$ cat src/rtl/ad_pkg.sv
// Shared definitions of the arithmetic datapath: register map, control
// and status bit positions, opcodes and the command word layout.
// Assumes a 32-bit APB with byte addresses, one register per aligned word.
package ad_pkg;
    // ----------------------------------------
    // Register byte offsets
    // ----------------------------------------
    localparam logic [7:0] A_CTRL = 8'h00;
    localparam logic [7:0] A_STAT = 8'h04;
    localparam logic [7:0] A_OPA  = 8'h08;
    localparam logic [7:0] A_OPB  = 8'h0C;
    localparam logic [7:0] A_OPC  = 8'h10;
    localparam logic [7:0] A_CMD  = 8'h14;
    localparam logic [7:0] A_QUO  = 8'h18;
    localparam logic [7:0] A_REM  = 8'h1C;
    localparam logic [7:0] A_AAL  = 8'h20;
    localparam logic [7:0] A_AAH  = 8'h24;
    localparam logic [7:0] A_ABL  = 8'h28;
    localparam logic [7:0] A_ABH  = 8'h2C;
    localparam logic [7:0] A_WBK  = 8'h30;

    // ----------------------------------------
    // Control and status fields, reset values
    // ----------------------------------------
    localparam int CB_IF   = 0;
    localparam int CB_RDM  = 1;
    localparam int CB_ASAT = 4;
    localparam int CB_SATD = 5;
    localparam int CB_SBE  = 6;
    localparam int CB_SAE  = 7;
    localparam int CB_USG  = 12;
    localparam int SB_C    = 0;
    localparam int SB_Z    = 1;
    localparam int SB_OVF  = 2;
    localparam int SB_N    = 3;
    localparam int SB_DCY  = 8;
    localparam int SB_BUSY = 15;
    localparam logic [15:0] CTRL_RST = 16'h0000;
    localparam logic [15:0] STAT_RST = 16'h0000;
    localparam logic [3:0]  DIV_LAST = 4'hF;

    // ----------------------------------------
    // Opcodes, command word, divider states
    // ----------------------------------------
    typedef enum logic [4:0] {
        OP_ADD = 5'h00, OP_SUB = 5'h01, OP_AND = 5'h02, OP_IOR = 5'h03,
        OP_XOR = 5'h04, OP_SHL = 5'h05, OP_LSR = 5'h06, OP_ASR = 5'h07,
        OP_MSS = 5'h08, OP_MUU = 5'h09, OP_MSL = 5'h0A, OP_MUK = 5'h0B,
        OP_MUS = 5'h0C, OP_DS16 = 5'h0D, OP_DU16 = 5'h0E, OP_DS32 = 5'h0F,
        OP_DU32 = 5'h10, OP_PRD = 5'h11, OP_MPYN = 5'h12, OP_MACC = 5'h13,
        OP_MSUB = 5'h14, OP_SQD = 5'h15, OP_SQDA = 5'h16, OP_AADD = 5'h17,
        OP_ASUB = 5'h18, OP_ANEG = 5'h19, OP_LDA = 5'h1A, OP_ADDW = 5'h1B,
        OP_MOVS = 5'h1C, OP_CLR = 5'h1D
    } ad_op_t;

    typedef struct packed {
        logic [3:0] shift;
        logic       wb;
        logic       acc_sel;
        logic       byte_mode;
        ad_op_t     op;
    } ad_cmd_t;

    typedef enum logic [1:0] {
        D_IDLE = 2'b00,
        D_RUN  = 2'b01
    } ad_dstate_t;
endpackage : ad_pkg

$ cat src/rtl/ad_alu_dsp.sv
// Arithmetic datapath: 16-bit integer unit, shared 17x17 multiplier,
// iterative divider and the front end of the two 40-bit accumulators.
// Assumes an APB master; one command runs at a time, issued by a CMD write.
//
// Functional notes
// (RULE_01) Integer unit adds, subtracts, shifts and does logic on 16-bit words
// (RULE_02) Integer ops update carry, zero, negative, overflow, digit-carry flags
// (RULE_03) On subtract, carry and digit-carry report borrow and digit borrow
// (RULE_04) Byte or word width is chosen by the command's width bit
// (RULE_05) Operands come from working registers, results go back to them
// (RULE_06) Integer multiply: SS, UU, S x lit5, U x lit5, U x S, 8x8 unsigned
// (RULE_07) Divider: signed and unsigned 32/16 and 16/16
// (RULE_08) Quotient lands in the quotient register, remainder in remainder
// (RULE_09) Divisor any register; 32-bit dividend from a high:low pair; the code always takes the divisor from OPB
// (RULE_10) One cycle per divisor bit; both divide sizes take equal time
// (RULE_11) Engine has 17x17 multiplier, shifter and 40-bit add/subtract
// (RULE_12) Engine never runs beside a separate integer operation
// (RULE_13) Accumulator add, subtract and negate need no operand data
// (RULE_14) Engine options come from core control register bits
// (RULE_15) Engine multiply signed or unsigned; scaler picks 1.31 or integer
// (RULE_16) Multiplier inputs widened to 17 bits by zero or sign extension
// (RULE_17) 33-bit multiplier result is sign-extended to 40 bits
// (RULE_18) Fraction operands span 0x8000..0x7FFF; 16x16 gives 1.31
// (RULE_19) Integer multiply writes 16-bit byte product or 32-bit word product
// (RULE_20) Accumulator adder sign-extends; either accumulator is source/target
// (RULE_21) Accumulator add and load data may be scaled by the shifter
// (RULE_22) Saturation enables at control bits 7, 6, 5; bit 4 picks mode; the code stores these bits but applies no saturation
// (RULE_23) Multiply-accumulate ops may store rounded high word of other accumulator
// (RULE_24) Fractional mode shifts the signed product left by one
// (RULE_25) Divider results held until last step, then both written together
`timescale 1ns/1ps
module ad_alu_dsp
    import ad_pkg::*;
(
    // Clock and reset
    input  wire logic        clk,
    input  wire logic        rst_n,
    // APB slave
    input  wire logic        psel,
    input  wire logic        penable,
    input  wire logic        pwrite,
    input  wire logic [7:0]  paddr,
    input  wire logic [31:0] pwdata,
    output logic             pready,
    output logic [31:0]      prdata,
    output logic             pslverr
);
    logic [15:0]        ctrl, stat, opa, opb, opc, quo, rem, wback;
    logic [39:0]        acc_a, acc_b, tgt, oth, nacc, p40;
    logic signed [39:0] ldv, shd;
    logic [31:0]        rdata;
    logic               hit, wr, go, busy, is_dsp, is_int, wb_ok;
    ad_cmd_t            cmd;
    ad_dstate_t         dst;

    // ----------------------------------------
    // APB slave
    // ----------------------------------------
    // One wait state: pready rises in the second access cycle.
    assign cmd  = ad_cmd_t'(pwdata[11:0]);
    assign busy = (dst != D_IDLE);
    assign wr   = psel && penable && pready && pwrite;
    assign go   = wr && (paddr == A_CMD) && !busy; // RULE_12

    always_comb begin
        hit   = 1'b1;
        rdata = 32'h0000_0000;
        case (paddr)
            A_CTRL: rdata = {16'h0000, ctrl};
            A_STAT: rdata = {16'h0000, busy, stat[14:0]};
            A_OPA:  rdata = {16'h0000, opa};
            A_OPB:  rdata = {16'h0000, opb};
            A_OPC:  rdata = {16'h0000, opc};
            A_CMD:  rdata = 32'h0000_0000;
            A_QUO:  rdata = {16'h0000, quo};
            A_REM:  rdata = {16'h0000, rem};
            A_AAL:  rdata = acc_a[31:0];
            A_AAH:  rdata = {24'h00_0000, acc_a[39:32]};
            A_ABL:  rdata = acc_b[31:0];
            A_ABH:  rdata = {24'h00_0000, acc_b[39:32]};
            A_WBK:  rdata = {16'h0000, wback};
            default: hit = 1'b0;
        endcase
    end

    always_ff @(posedge clk or negedge rst_n) begin
        if (!rst_n) begin
            pready  <= 1'b0;
            prdata  <= 32'h0000_0000;
            pslverr <= 1'b0;
        end else begin
            pready  <= psel && penable && !pready;
            prdata  <= (psel && penable && !pready && !pwrite) ? rdata : 32'h0000_0000;
            pslverr <= psel && penable && !pready && !hit;
        end
    end

    // ----------------------------------------
    // Control and operand registers
    // ----------------------------------------
    always_ff @(posedge clk or negedge rst_n) begin
        if (!rst_n) begin
            ctrl <= CTRL_RST;
            opa  <= 16'h0000;
            opb  <= 16'h0000;
            opc  <= 16'h0000;
        end else if (wr) begin
            if (paddr == A_CTRL) ctrl <= pwdata[15:0]; // RULE_14 RULE_22
            if (paddr == A_OPA) opa <= pwdata[15:0];   // RULE_05
            if (paddr == A_OPB) opb <= pwdata[15:0];
            if (paddr == A_OPC) opc <= pwdata[15:0];   // RULE_09
        end
    end

    // ----------------------------------------
    // Integer unit
    // ----------------------------------------
    logic [16:0] msk, a17, b17, bx, sum, ares, top;
    logic [4:0]  nib;
    logic        sub, asgn, bsgn, rsgn, cout, nc;

    always_comb begin
        msk  = cmd.byte_mode ? 17'h000FF : 17'h0FFFF; // RULE_04
        top  = msk ^ (msk >> 1);
        a17  = {1'b0, opa} & msk;
        b17  = {1'b0, opb} & msk;
        sub  = (cmd.op == OP_SUB) || (cmd.op == OP_SQD) || (cmd.op == OP_SQDA);
        bx   = sub ? (~b17 & msk) : b17;
        sum  = a17 + bx + {16'h0000, sub}; // RULE_01
        nib  = {1'b0, a17[3:0]} + {1'b0, bx[3:0]} + {4'h0, sub};
        cout = cmd.byte_mode ? sum[8] : sum[16];
        asgn = |(a17 & top);
        bsgn = |(bx & top);
        case (cmd.op)
            OP_AND:  ares = a17 & b17;
            OP_IOR:  ares = a17 | b17;
            OP_XOR:  ares = a17 ^ b17;
            OP_SHL:  ares = (a17 << 1) & msk;
            OP_LSR:  ares = a17 >> 1;
            OP_ASR:  ares = (a17 >> 1) | (top & {17{asgn}});
            default: ares = sum & msk;
        endcase
        rsgn = |(ares & top);
        case (cmd.op)
            OP_SHL:         nc = asgn;
            OP_LSR, OP_ASR: nc = a17[0];
            OP_AND, OP_IOR, OP_XOR: nc = stat[SB_C];
            default:        nc = cout; // RULE_03
        endcase
    end

    assign is_int = (cmd.op <= OP_ASR);
    assign is_dsp = (cmd.op >= OP_PRD);

    // Bits 14:0 are kept, flags or APB-written; busy is read live from the divider.
    always_ff @(posedge clk or negedge rst_n) begin
        if (!rst_n) begin
            stat <= STAT_RST;
        end else if (go && (is_int || cmd.op == OP_SQD || cmd.op == OP_SQDA)) begin
            stat[SB_C] <= nc;                       // RULE_02 RULE_03
            stat[SB_Z] <= (ares[15:0] == 16'h0000);
            stat[SB_N] <= rsgn;
            if (cmd.op <= OP_SUB || !is_int) begin
                stat[SB_OVF] <= (asgn == bsgn) && (rsgn != asgn);
                stat[SB_DCY] <= nib[4];             // RULE_03
            end
        end else if (wr && paddr == A_STAT) begin
            stat <= pwdata[15:0] & 16'h7FFF;
        end
    end

    // ----------------------------------------
    // Shared 17x17 multiplier and scaler
    // ----------------------------------------
    logic signed [16:0] ma, mb;
    logic signed [33:0] prod;
    logic [16:0]        sxa, sxb, lit, dd, zsa, zsb;
    logic [32:0]        scl;
    logic               frac, usgn;

    always_comb begin
        usgn = ctrl[CB_USG];  // RULE_14
        frac = !ctrl[CB_IF];
        sxa  = {opa[15], opa};
        sxb  = {opb[15], opb};
        lit  = {12'h000, opb[4:0]};
        dd   = {ares[15], ares[15:0]};
        zsa  = usgn ? a17 : sxa; // RULE_15
        zsb  = usgn ? b17 : sxb;
        case (cmd.op) // RULE_06 RULE_16
            OP_MSS:        begin ma = sxa; mb = sxb; end
            OP_MUU:        begin ma = a17; mb = b17; end
            OP_MSL:        begin ma = sxa; mb = lit; end
            OP_MUK:        begin ma = a17; mb = lit; end
            OP_MUS:        begin ma = a17; mb = sxb; end
            OP_SQD, OP_SQDA: begin ma = dd; mb = dd; end // RULE_12
            default:       begin ma = zsa; mb = zsb; end
        endcase
        prod = ma * mb; // RULE_11
        // Left shift aligns Q15 x Q15 into 1.31
        scl  = frac ? {prod[31:0], 1'b0} : prod[32:0]; // RULE_18 RULE_24
        p40  = {{7{scl[32]}}, scl}; // RULE_17
    end

    // ----------------------------------------
    // Accumulator front end
    // ----------------------------------------
    logic [15:0] rhi;
    logic        rinc;

    always_comb begin
        tgt  = cmd.acc_sel ? acc_b : acc_a; // RULE_20
        oth  = cmd.acc_sel ? acc_a : acc_b;
        ldv  = {{8{opa[15]}}, opa, 16'h0000};
        shd  = ldv >>> cmd.shift; // RULE_21
        case (cmd.op) // RULE_13
            OP_PRD, OP_SQD:   nacc = p40;
            OP_MPYN:          nacc = 40'h00_0000_0000 - p40;
            OP_MACC, OP_SQDA: nacc = tgt + p40;
            OP_MSUB:          nacc = tgt - p40;
            OP_AADD:          nacc = acc_a + acc_b;
            OP_ASUB:          nacc = tgt - oth;
            OP_ANEG:          nacc = 40'h00_0000_0000 - tgt;
            OP_LDA:           nacc = shd;
            OP_ADDW:          nacc = tgt + shd;
            OP_CLR:           nacc = 40'h00_0000_0000;
            default:          nacc = tgt;
        endcase
        // Convergent rounding only differs at an exact half
        if (!ctrl[CB_RDM] && oth[15:0] == 16'h8000)
            rinc = oth[16];
        else
            rinc = oth[15];
        rhi   = oth[31:16] + {15'h0000, rinc};
        wb_ok = (cmd.op == OP_MACC) || (cmd.op == OP_MSUB) ||
                (cmd.op == OP_MOVS) || (cmd.op == OP_CLR); // RULE_23
    end

    always_ff @(posedge clk or negedge rst_n) begin
        if (!rst_n) begin
            acc_a <= 40'h00_0000_0000;
            acc_b <= 40'h00_0000_0000;
        end else if (go && is_dsp && cmd.op != OP_MOVS) begin
            if (cmd.acc_sel) acc_b <= nacc; // RULE_20
            else acc_a <= nacc;
        end else if (wr) begin
            if (paddr == A_AAL) acc_a[31:0] <= pwdata;
            if (paddr == A_AAH) acc_a[39:32] <= pwdata[7:0];
            if (paddr == A_ABL) acc_b[31:0] <= pwdata;
            if (paddr == A_ABH) acc_b[39:32] <= pwdata[7:0];
        end
    end

    always_ff @(posedge clk or negedge rst_n) begin
        if (!rst_n) wback <= 16'h0000;
        else if (go && wb_ok && cmd.wb) wback <= rhi; // RULE_23
    end

    // ----------------------------------------
    // Divider
    // ----------------------------------------
    logic [3:0]  dcnt;
    logic [15:0] drem, dquo, ddvs, nrem, nquo, vdvs;
    logic [17:0] trial;
    logic [31:0] dvd, vdvd;
    logic        dneg_q, dneg_r, dsg, dgo;

    always_comb begin
        dgo  = go && (cmd.op >= OP_DS16) && (cmd.op <= OP_DU32);
        dsg  = (cmd.op == OP_DS16) || (cmd.op == OP_DS32);
        if (cmd.op == OP_DS32 || cmd.op == OP_DU32)
            dvd = {opc, opa}; // RULE_09
        else
            dvd = {dsg ? {16{opa[15]}} : 16'h0000, opa}; // RULE_07
        vdvd  = (dsg && dvd[31]) ? 32'h0000_0000 - dvd : dvd;
        vdvs  = (dsg && opb[15]) ? 16'h0000 - opb : opb;
        trial = {1'b0, drem, dquo[15]} - {2'b00, ddvs};
        nrem  = trial[17] ? {drem[14:0], dquo[15]} : trial[15:0];
        nquo  = {dquo[14:0], !trial[17]};
    end

    always_ff @(posedge clk or negedge rst_n) begin
        if (!rst_n) begin
            dst    <= D_IDLE;
            dcnt   <= 4'h0;
            drem   <= 16'h0000;
            dquo   <= 16'h0000;
            ddvs   <= 16'h0000;
            dneg_q <= 1'b0;
            dneg_r <= 1'b0;
        end else if (dst == D_IDLE) begin
            if (dgo) begin
                dst    <= D_RUN;
                dcnt   <= 4'h0;
                drem   <= vdvd[31:16];
                dquo   <= vdvd[15:0];
                ddvs   <= vdvs;
                dneg_q <= dsg && (dvd[31] ^ opb[15]);
                dneg_r <= dsg && dvd[31];
            end
        end else begin
            drem <= nrem;
            dquo <= nquo;
            dcnt <= dcnt + 4'h1; // RULE_10
            if (dcnt == DIV_LAST) dst <= D_IDLE;
        end
    end

    // ----------------------------------------
    // Working result registers
    // ----------------------------------------
    always_ff @(posedge clk or negedge rst_n) begin
        if (!rst_n) begin
            quo <= 16'h0000;
            rem <= 16'h0000;
        end else if (dst == D_RUN && dcnt == DIV_LAST) begin
            quo <= dneg_q ? 16'h0000 - nquo : nquo; // RULE_08 RULE_25
            rem <= dneg_r ? 16'h0000 - nrem : nrem;
        end else if (go && is_int) begin
            quo <= ares[15:0]; // RULE_05
        end else if (go && cmd.op >= OP_MSS && cmd.op <= OP_MUS) begin
            quo <= prod[15:0]; // RULE_19
            rem <= cmd.byte_mode ? 16'h0000 : prod[31:16];
        end else if (wr && !busy) begin
            if (paddr == A_QUO) quo <= pwdata[15:0];
            if (paddr == A_REM) rem <= pwdata[15:0];
        end
    end

    // ----------------------------------------
    // Assertions
    // ----------------------------------------
    logic [31:0] h_dvd;
    logic [15:0] h_dvs;
    logic        h_u16;
    logic [4:0]  h_blen;

    always_ff @(posedge clk or negedge rst_n) begin
        if (!rst_n) begin
            h_dvd <= 32'h0000_0000;
            h_dvs <= 16'h0000;
            h_u16 <= 1'b0;
        end else if (dgo) begin
            h_dvd <= dvd;
            h_dvs <= opb;
            h_u16 <= (cmd.op == OP_DU16);
        end
    end

    // Busy run length; avoids a long repetition in the length check
    always_ff @(posedge clk or negedge rst_n) begin
        if (!rst_n) h_blen <= 5'h00;
        else h_blen <= busy ? h_blen + 5'h01 : 5'h00;
    end
endmodule : ad_alu_dsp

$ cat config.mk
export PLATFORM = sky130hd
export DESIGN_NAME = ad_alu_dsp
export DESIGN_NICKNAME = d
export VERILOG_FILES = /design/src/rtl/ad_pkg.sv /design/src/rtl/ad_alu_dsp.sv
export SDC_FILE = /design/constraint.sdc
export NUM_CORES = 2
export LEC_CHECK = 0
export ABC_AREA = 1
export BUFFER_PORTS_ARGS = -buffer_cell sky130_fd_sc_hd__clkbuf_2
export CORE_MARGIN = 5
export CORE_UTILIZATION = 45
export CTS_CLUSTER_DIAMETER = 60
export DETAILED_ROUTE_END_ITERATION = 10
export RECOVER_POWER = 100
export SLEW_MARGIN = 20
export SYNTH_ARGS = -nofsm -noshare
export SYNTH_HDL_FRONTEND = slang
export SYNTH_SLANG_ARGS = --single-unit
$ cat constraint.sdc
create_clock -name clk -period 13.45 [get_ports clk]
set_clock_uncertainty 0.05 [all_clocks]
set_input_delay 2.69 -clock clk [delete_from_list [all_inputs] [get_ports clk]]
set_output_delay 2.69 -clock clk [all_outputs]
set_load 0.02 [all_outputs]
# Word level (Yosys, flattened, before mapping)
# Index checks and enable logic that the tools add are counted.
# W data, S select, Z words.
[op_classes]
shift = 1
reduce_logical = 86
bitwise_logic = 17
magnitude_cmp = 7
n_mul = 1
n_addsub = 18
div_mod_pow = 0
muxes = 59
n_eq_ne = 52
[op_table]
columns = ["operator", "n"]
rows = [
  ["$pmux W40 S10", 1],
  ["$pmux W32 S12", 1],
  ["$mux W16", 21],
  ["$mux W40", 8],
  ["$mux W32", 5],
  ["$add A40 B40 Y40", 3],
  ["$pmux W17 S6", 1],
  ["$and A17 B16 Y17", 5],
  ["$sub A40 B40 Y40", 2],
  ["$eq A5 B5 Y1 const B", 14],
  ["$pmux W17 S4", 1],
  ["$and A16 B16 Y16", 4],
  ["$mux W17", 3],
  ["$pmux W17 S3", 1],
  ["$reduce_or A17 Y1", 3],
  ["$sub A1 B16 Y16 const A", 3],
  ["$eq A8 B6 Y1 const B", 5],
  ["$sshr A32 B4 Y40", 1],
  ["$sub A1 B40 Y40 const A", 1],
  ["$eq A5 B4 Y1 const B", 7],
  ["$sub A1 B33 Y34 const A", 1],
  ["$mul A17 B17 Y33", 1],
  ["$mux W33", 1],
  ["$eq A8 B5 Y1 const B", 4],
  ["55 further kinds", 144],
]
[word_totals]
output_inout_bits = 34
mem_bits_ro = 0
mem_count = 0
word_cells = 266
reg_bits = 297
latch_bits = 0
ram_bits = 0

# Logic depth before layout (Yosys ltp)
[logic_depth]
ltp_word = 16
mapped_depth = 87
mapped_depth_nobuf = 84

# Least setup slack after synthesis
# OpenSTA, ideal clock, no wires.
[synth_path]
path_kind = "input to register"
start = "input port pwdata[2]"
end = "register acc_a[38]"
setup_ps = 130
setup_slack_ps = -615
cell_stages = 72
t_arrival_ps = 13885
path_cell_list = "buf_4 > inv_2 > buf_6 > nor2_2 > nand2_1 > nand2_2 > inv_2 > nand2_1 > buf_1 > xor2_1 > ha_1 > nand3_1 > a21oi_1 > nor2_1 > o21ai_0 > nand2_1 > a21oi_1 > nand2_1 > [36 not listed] > nand2_1 > o21ai_1 > inv_1 > ha_1 > nand2_1 > inv_1 > a221oi_1 > o221ai_1 > a31oi_1 > nand4_1 > nand3_1 > nand2_1 > nor2_1 > nand4_1 > o211ai_1 > o21ai_1 > nand2_1 > o21ai_1"
[synth_via]
elab_chain_len = 15
[synth_lines]
columns = ["element", "line_no", "source"]
rows = [
  ["start, declared", "ad_alu_dsp.sv:43", "input wire logic [31:0] pwdata,"],
  ["$eq A5 B1 Y1 or $eq A5 B5 Y1 (tied branches)", "ad_alu_dsp.sv:127, ad_alu_dsp.sv:190, ad_alu_dsp.sv:216", ""],
  ["$logic_or A1 B1 Y1 (2 in a row)", "ad_alu_dsp.sv:127", "sub = (cmd.op == OP_SUB) || (cmd.op == OP_SQD) || (cmd.op == OP_SQDA);"],
  ["$mux W17", "ad_alu_dsp.sv:128", "bx = sub ? (~b17 & msk) : b17;"],
  ["$add A16 B17 Y17", "ad_alu_dsp.sv:129", "sum = a17 + bx + {16'h0000, sub};"],
  ["$add A17 B1 Y17", "ad_alu_dsp.sv:129", ""],
  ["$and A17 B16 Y17", "ad_alu_dsp.sv:141", "default: ares = sum & msk;"],
  ["$pmux W17 S6", "ad_alu_dsp.sv:134", "case (cmd.op)"],
  ["$pmux W17 S4 or $pmux W17 S3 (tied branches)", "ad_alu_dsp.sv:190", "case (cmd.op)"],
  ["$mul A17 B17 Y33", "ad_alu_dsp.sv:199", "prod = ma * mb;"],
  ["$mux W33", "ad_alu_dsp.sv:201", "scl = frac ? {prod[31:0], 1'b0} : prod[32:0];"],
  ["$sub A40 B40 Y40 (tied with other cells)", "ad_alu_dsp.sv:220", "OP_MSUB: nacc = tgt - p40;"],
  ["$pmux W40 S10", "ad_alu_dsp.sv:216", "case (cmd.op)"],
  ["$mux W40", "ad_alu_dsp.sv:244", "if (cmd.acc_sel) acc_b <= nacc;"],
  ["$mux W40", "ad_alu_dsp.sv:243", "end else if (go && is_dsp && cmd.op != OP_MOVS) begin"],
  ["end signal, assigned", "ad_alu_dsp.sv:245", "else acc_a <= nacc;"],
  ["end signal, assigned", "ad_alu_dsp.sv:248", "if (paddr == A_AAH) acc_a[39:32] <= pwdata[7:0];"],
  ["end, declared", "ad_alu_dsp.sv:49", "logic [39:0] acc_a, acc_b, tgt, oth, nacc, p40;"],
]
# Several ways; a longest one is shown, not always the timed one. The select of a mux whose other input is x is not followed.
# A chain may end at the register's enable or synchronous reset.

# Worst setup path in the final report
[layout_path]
start = "input port pwdata[1]"
end = "register acc_a[38]"
# The elaborated chain is that of the path after synthesis.

==> flow_summary.toml <==
[worst_setup_path]
crit_buf_inv = 15
worst-r2r-cell-count = 63
r2r-start = "opa[0]"
timing.critical_path.fanout_max = 5
critical_path_arrival_ns = 14.01
ff2ff_setup_slack_ns = 1.57
crit_type = "input pin to flip-flop"
cp-end-kind = "flip-flop"
rr_endpoint = "acc_a[38]"
crit_slowest_cell = "fa_1"
cp-start-kind = "input pin"
required_ns = 13.86
crit_family = "adder cells"
max_stage_delay_ns = 0.57

[sta]
fmax_mhz = 73.6
fin_crit_ns = 13.59
hold_viol = 0
max_slew_margin_pct = -225
setup_violations = 11
timing.final.crit_share_pct = 101
slew_viol_final = 400
tightest_slew_ns = 4.88
worst_slack_ns = -0.142
rsz0062_at_grt = "true"

[route]
vias_per_cell = 5.81
drtPass1Iterations = 6
dr.first_iter.drc_count = 5385
dr_total_vias = 46400
drtAntennaViolNets = 0
routed_wl_um = 192000
drc = 0
routedWlPerCell_um = 24.0

[synthesis]
async_flop_share_pct = 100
synthCells = 6072
yosysWarnings = 0
syn_area_per_cell_um2 = 6.74
synthTopCellsByArea = "dfrtp_1, fa_1, nand2_1"
synth_largest_area_cell = "dfrtp_1"
synth_top_area_share_pct = 18.1
synth_ff_type = "dfrtp_1"
ys_seq_elements = 296
syn-cell-area_mm2 = 0.0410
synth.distinct_cells = 81
synth_nets = 6649
synth-edff-count = 0
yosysSeqAreaShare_pct = 18.1

[power_and_ir_drop]
p_per_area_mw_per_mm2 = 83.0
p_leak_nw = 24.7
vdd_drop_max_mv = 0.128

[min_path]
hold_depth = 2
holdPathEnd = "wback[0]"
hold_path_startpoint = "wback[0]"
min_path_type = "flip-flop to flip-flop"

[clocking]
cts_tree = "yes"
clk_pin_slew_worst_paths_ns = 0.07
cts-root-buf = "clkbuf_16"
htree_levels = 2
cts_sinks = 296
cts_buffers = 34
ctsLongestPathBuffers = 3
clock_latency_ns = 0.59

[global_routing]
grt_pass1_vias = 43900
antenna_found_initial = 6
grt_max_degree = 154
grt_overflow = 0
grt_use_total_pct = 38.1
grt_pass1_wl_um = 282000

[status]
outcome = "complete, but fails checks"
violations = "max-capacitance violations, max-slew violations, negative setup slack"

[placement]
hpwlAfterDp_um = 153000
dp_cells = 7808
place.port_buffers = 78
gp_congestion = 1.06
place_area_mm2 = 0.0475

[job]
maxCapViolations = 6

[final_layout]
layoutNonFillerInstCount = 7978
finish.net_count = 7352
synthToLayoutAreaGrowth_pct = 26.0
utilization_pct = 57.2
layout-drive-gt1-share_pct = 21.9
final_area_mm2 = 0.0516

[floorplanning]
io-pin-count = 79
rows = 110
start_util_pct = 45.4
fp.dieW_um = 312
die_y_um = 312
die_area_mm2 = 0.0971
core_mm2 = 0.0901
-- cell families (layout without fill, tap and decap cells) --
group / count (synthesis) / in the layout / synth area share, %
other: 0 / 2 / 0
multiplexers: 11 / 11 / 0.284
AO/OA/AOI/OAI: 1439 / 1439 / 20.6
AND/OR/NAND/NOR: 2376 / 2376 / 24.4
XOR/XNOR: 132 / 132 / 2.82
flip-flops: 296 / 296 / 18.1
buffers and inverters: 1286 / 2014 / 12.2
adder cells (fa/ha/maj): 532 / 532 / 21.6
-- routing by layer --
layer  track usage, %  wire (µm)  vias to the layer above  share of wire, %
met4             20.1      13000                        4               6.8
met5                0         27                        -             0.014
met2             59.0      83100                     2502                43
met1             51.3      76700                    22100                40
met3             6.33      18800                      541               9.8
li1                 -          -                    21200                 -
-- placed cells by master (no fill, tap or decap), types with 202 or more instances in the layout --
master      n
nor2_1    519
ha_1      208
nand2_1  1216
inv_1     960
dfrtp_1   296
nand3_1   202
buf_4     761
o21ai_0   518
fa_1      287
a21oi_1   314
-- tightest hold or removal path, cell delays in order (launching register included) --
cell	delay, ns
dfrtp_1	0.35
nand2_1	0.06
nand2_1	0.05
-- sequential cells by signal, summed over array words and instances (netlist names), 4 cells and up --
register	count
acc_a	40
acc_b	40
prdata	32
ctrl	16
ddvs	16
dquo	16
drem	16
opa	16
opb	16
opc	16
quo	16
rem	16
wback	16
stat	15
dcnt	4
-- synth_stat cells, types with 8 or more instances --
library cell and instances:
fa_1 294, a41oi_1 16, nor2_1 565, nor2_2 22, nor3_1 78, o21ai_1 87
clkbuf_1 172, a221oi_1 54, nand2_2 14, xor2_1 105, a211oi_1 20, a31oi_1 53
buf_2 16, buf_1 19, a221o_1 9, a2111oi_0 9, buf_6 10, a21o_1 9
a22oi_1 10, o211ai_1 52, inv_1 1013, o2111ai_1 29, ha_1 238, nand2_1 1308
o22ai_1 43, o21a_1 17, clkinv_1 16, mux2i_1 8, nand3b_1 8, xnor2_1 27
nand4_1 49, a21oi_1 362, dfrtp_1 296, or2_2 49, o21ai_2 11, o221ai_1 38
o21ai_0 562, nor3_2 11, inv_2 30, nand3_1 224, nor4_1 18
-- metrics by stage --
step	hold slack [ns]	setup slack, ns	power, mW	setup TNS, ns
floorplan	0.393	0.00438	1.82	0
global placement	0.414	-1.40	2.71	-46.43
detailed placement	0.415	-1.53	2.71	-51.34
CTS	0.428	-0.0920	4.01	-0.231
global route	0.452	-0.784	4.49	-20.93
finish	0.427	-0.142	4.28	-0.765
-- area by class of cell --
class	instances	area, µm²
Sequential cell	296	7410
Tap cell	1176	1470
Clock buffer	48	985
Clock inverter	13	171
Fill cell	8931	38500
Inverter	1061	4030
Timing Repair Buffer	892	6780
Multi-Input combinational cell	4490	30800
Antenna cell	2	5.00
-- worst max-delay path by stage --
stage          startpoint         to  slack (ns)  cells past startpoint
2_1_floorplan   pwdata[2]  acc_a[39]       0.004                     81
3_3_place_gp    pwdata[1]  acc_b[38]       -1.40                     70
3_5_place_dp    pwdata[1]  acc_a[38]       -1.53                     70
4_1_cts         pwdata[1]  acc_b[38]       -0.09                     75
5_1_grt         pwdata[1]  acc_b[38]       -0.78                     74
6_report        pwdata[1]  acc_a[38]       -0.14                     72
-- power breakdown --
group          switching [mW]  internal (mW)  leakage [nW]
Sequential            0.00772          0.897          3.63
Clock                   0.420          0.575         0.570
Combinational            1.30           1.08          20.5
Total                    1.73           2.55          24.7
-- repair_timing --
action,4_1_cts,5_1_grt
endpoints found under the hold margin,0,0
hold buffers,0,0
gates resized for setup,294,272
endpoints found under the setup margin,42,53
setup buffers,82,34
pin swaps,140,178
No activity file was read; power rests on OpenSTA's default activity.
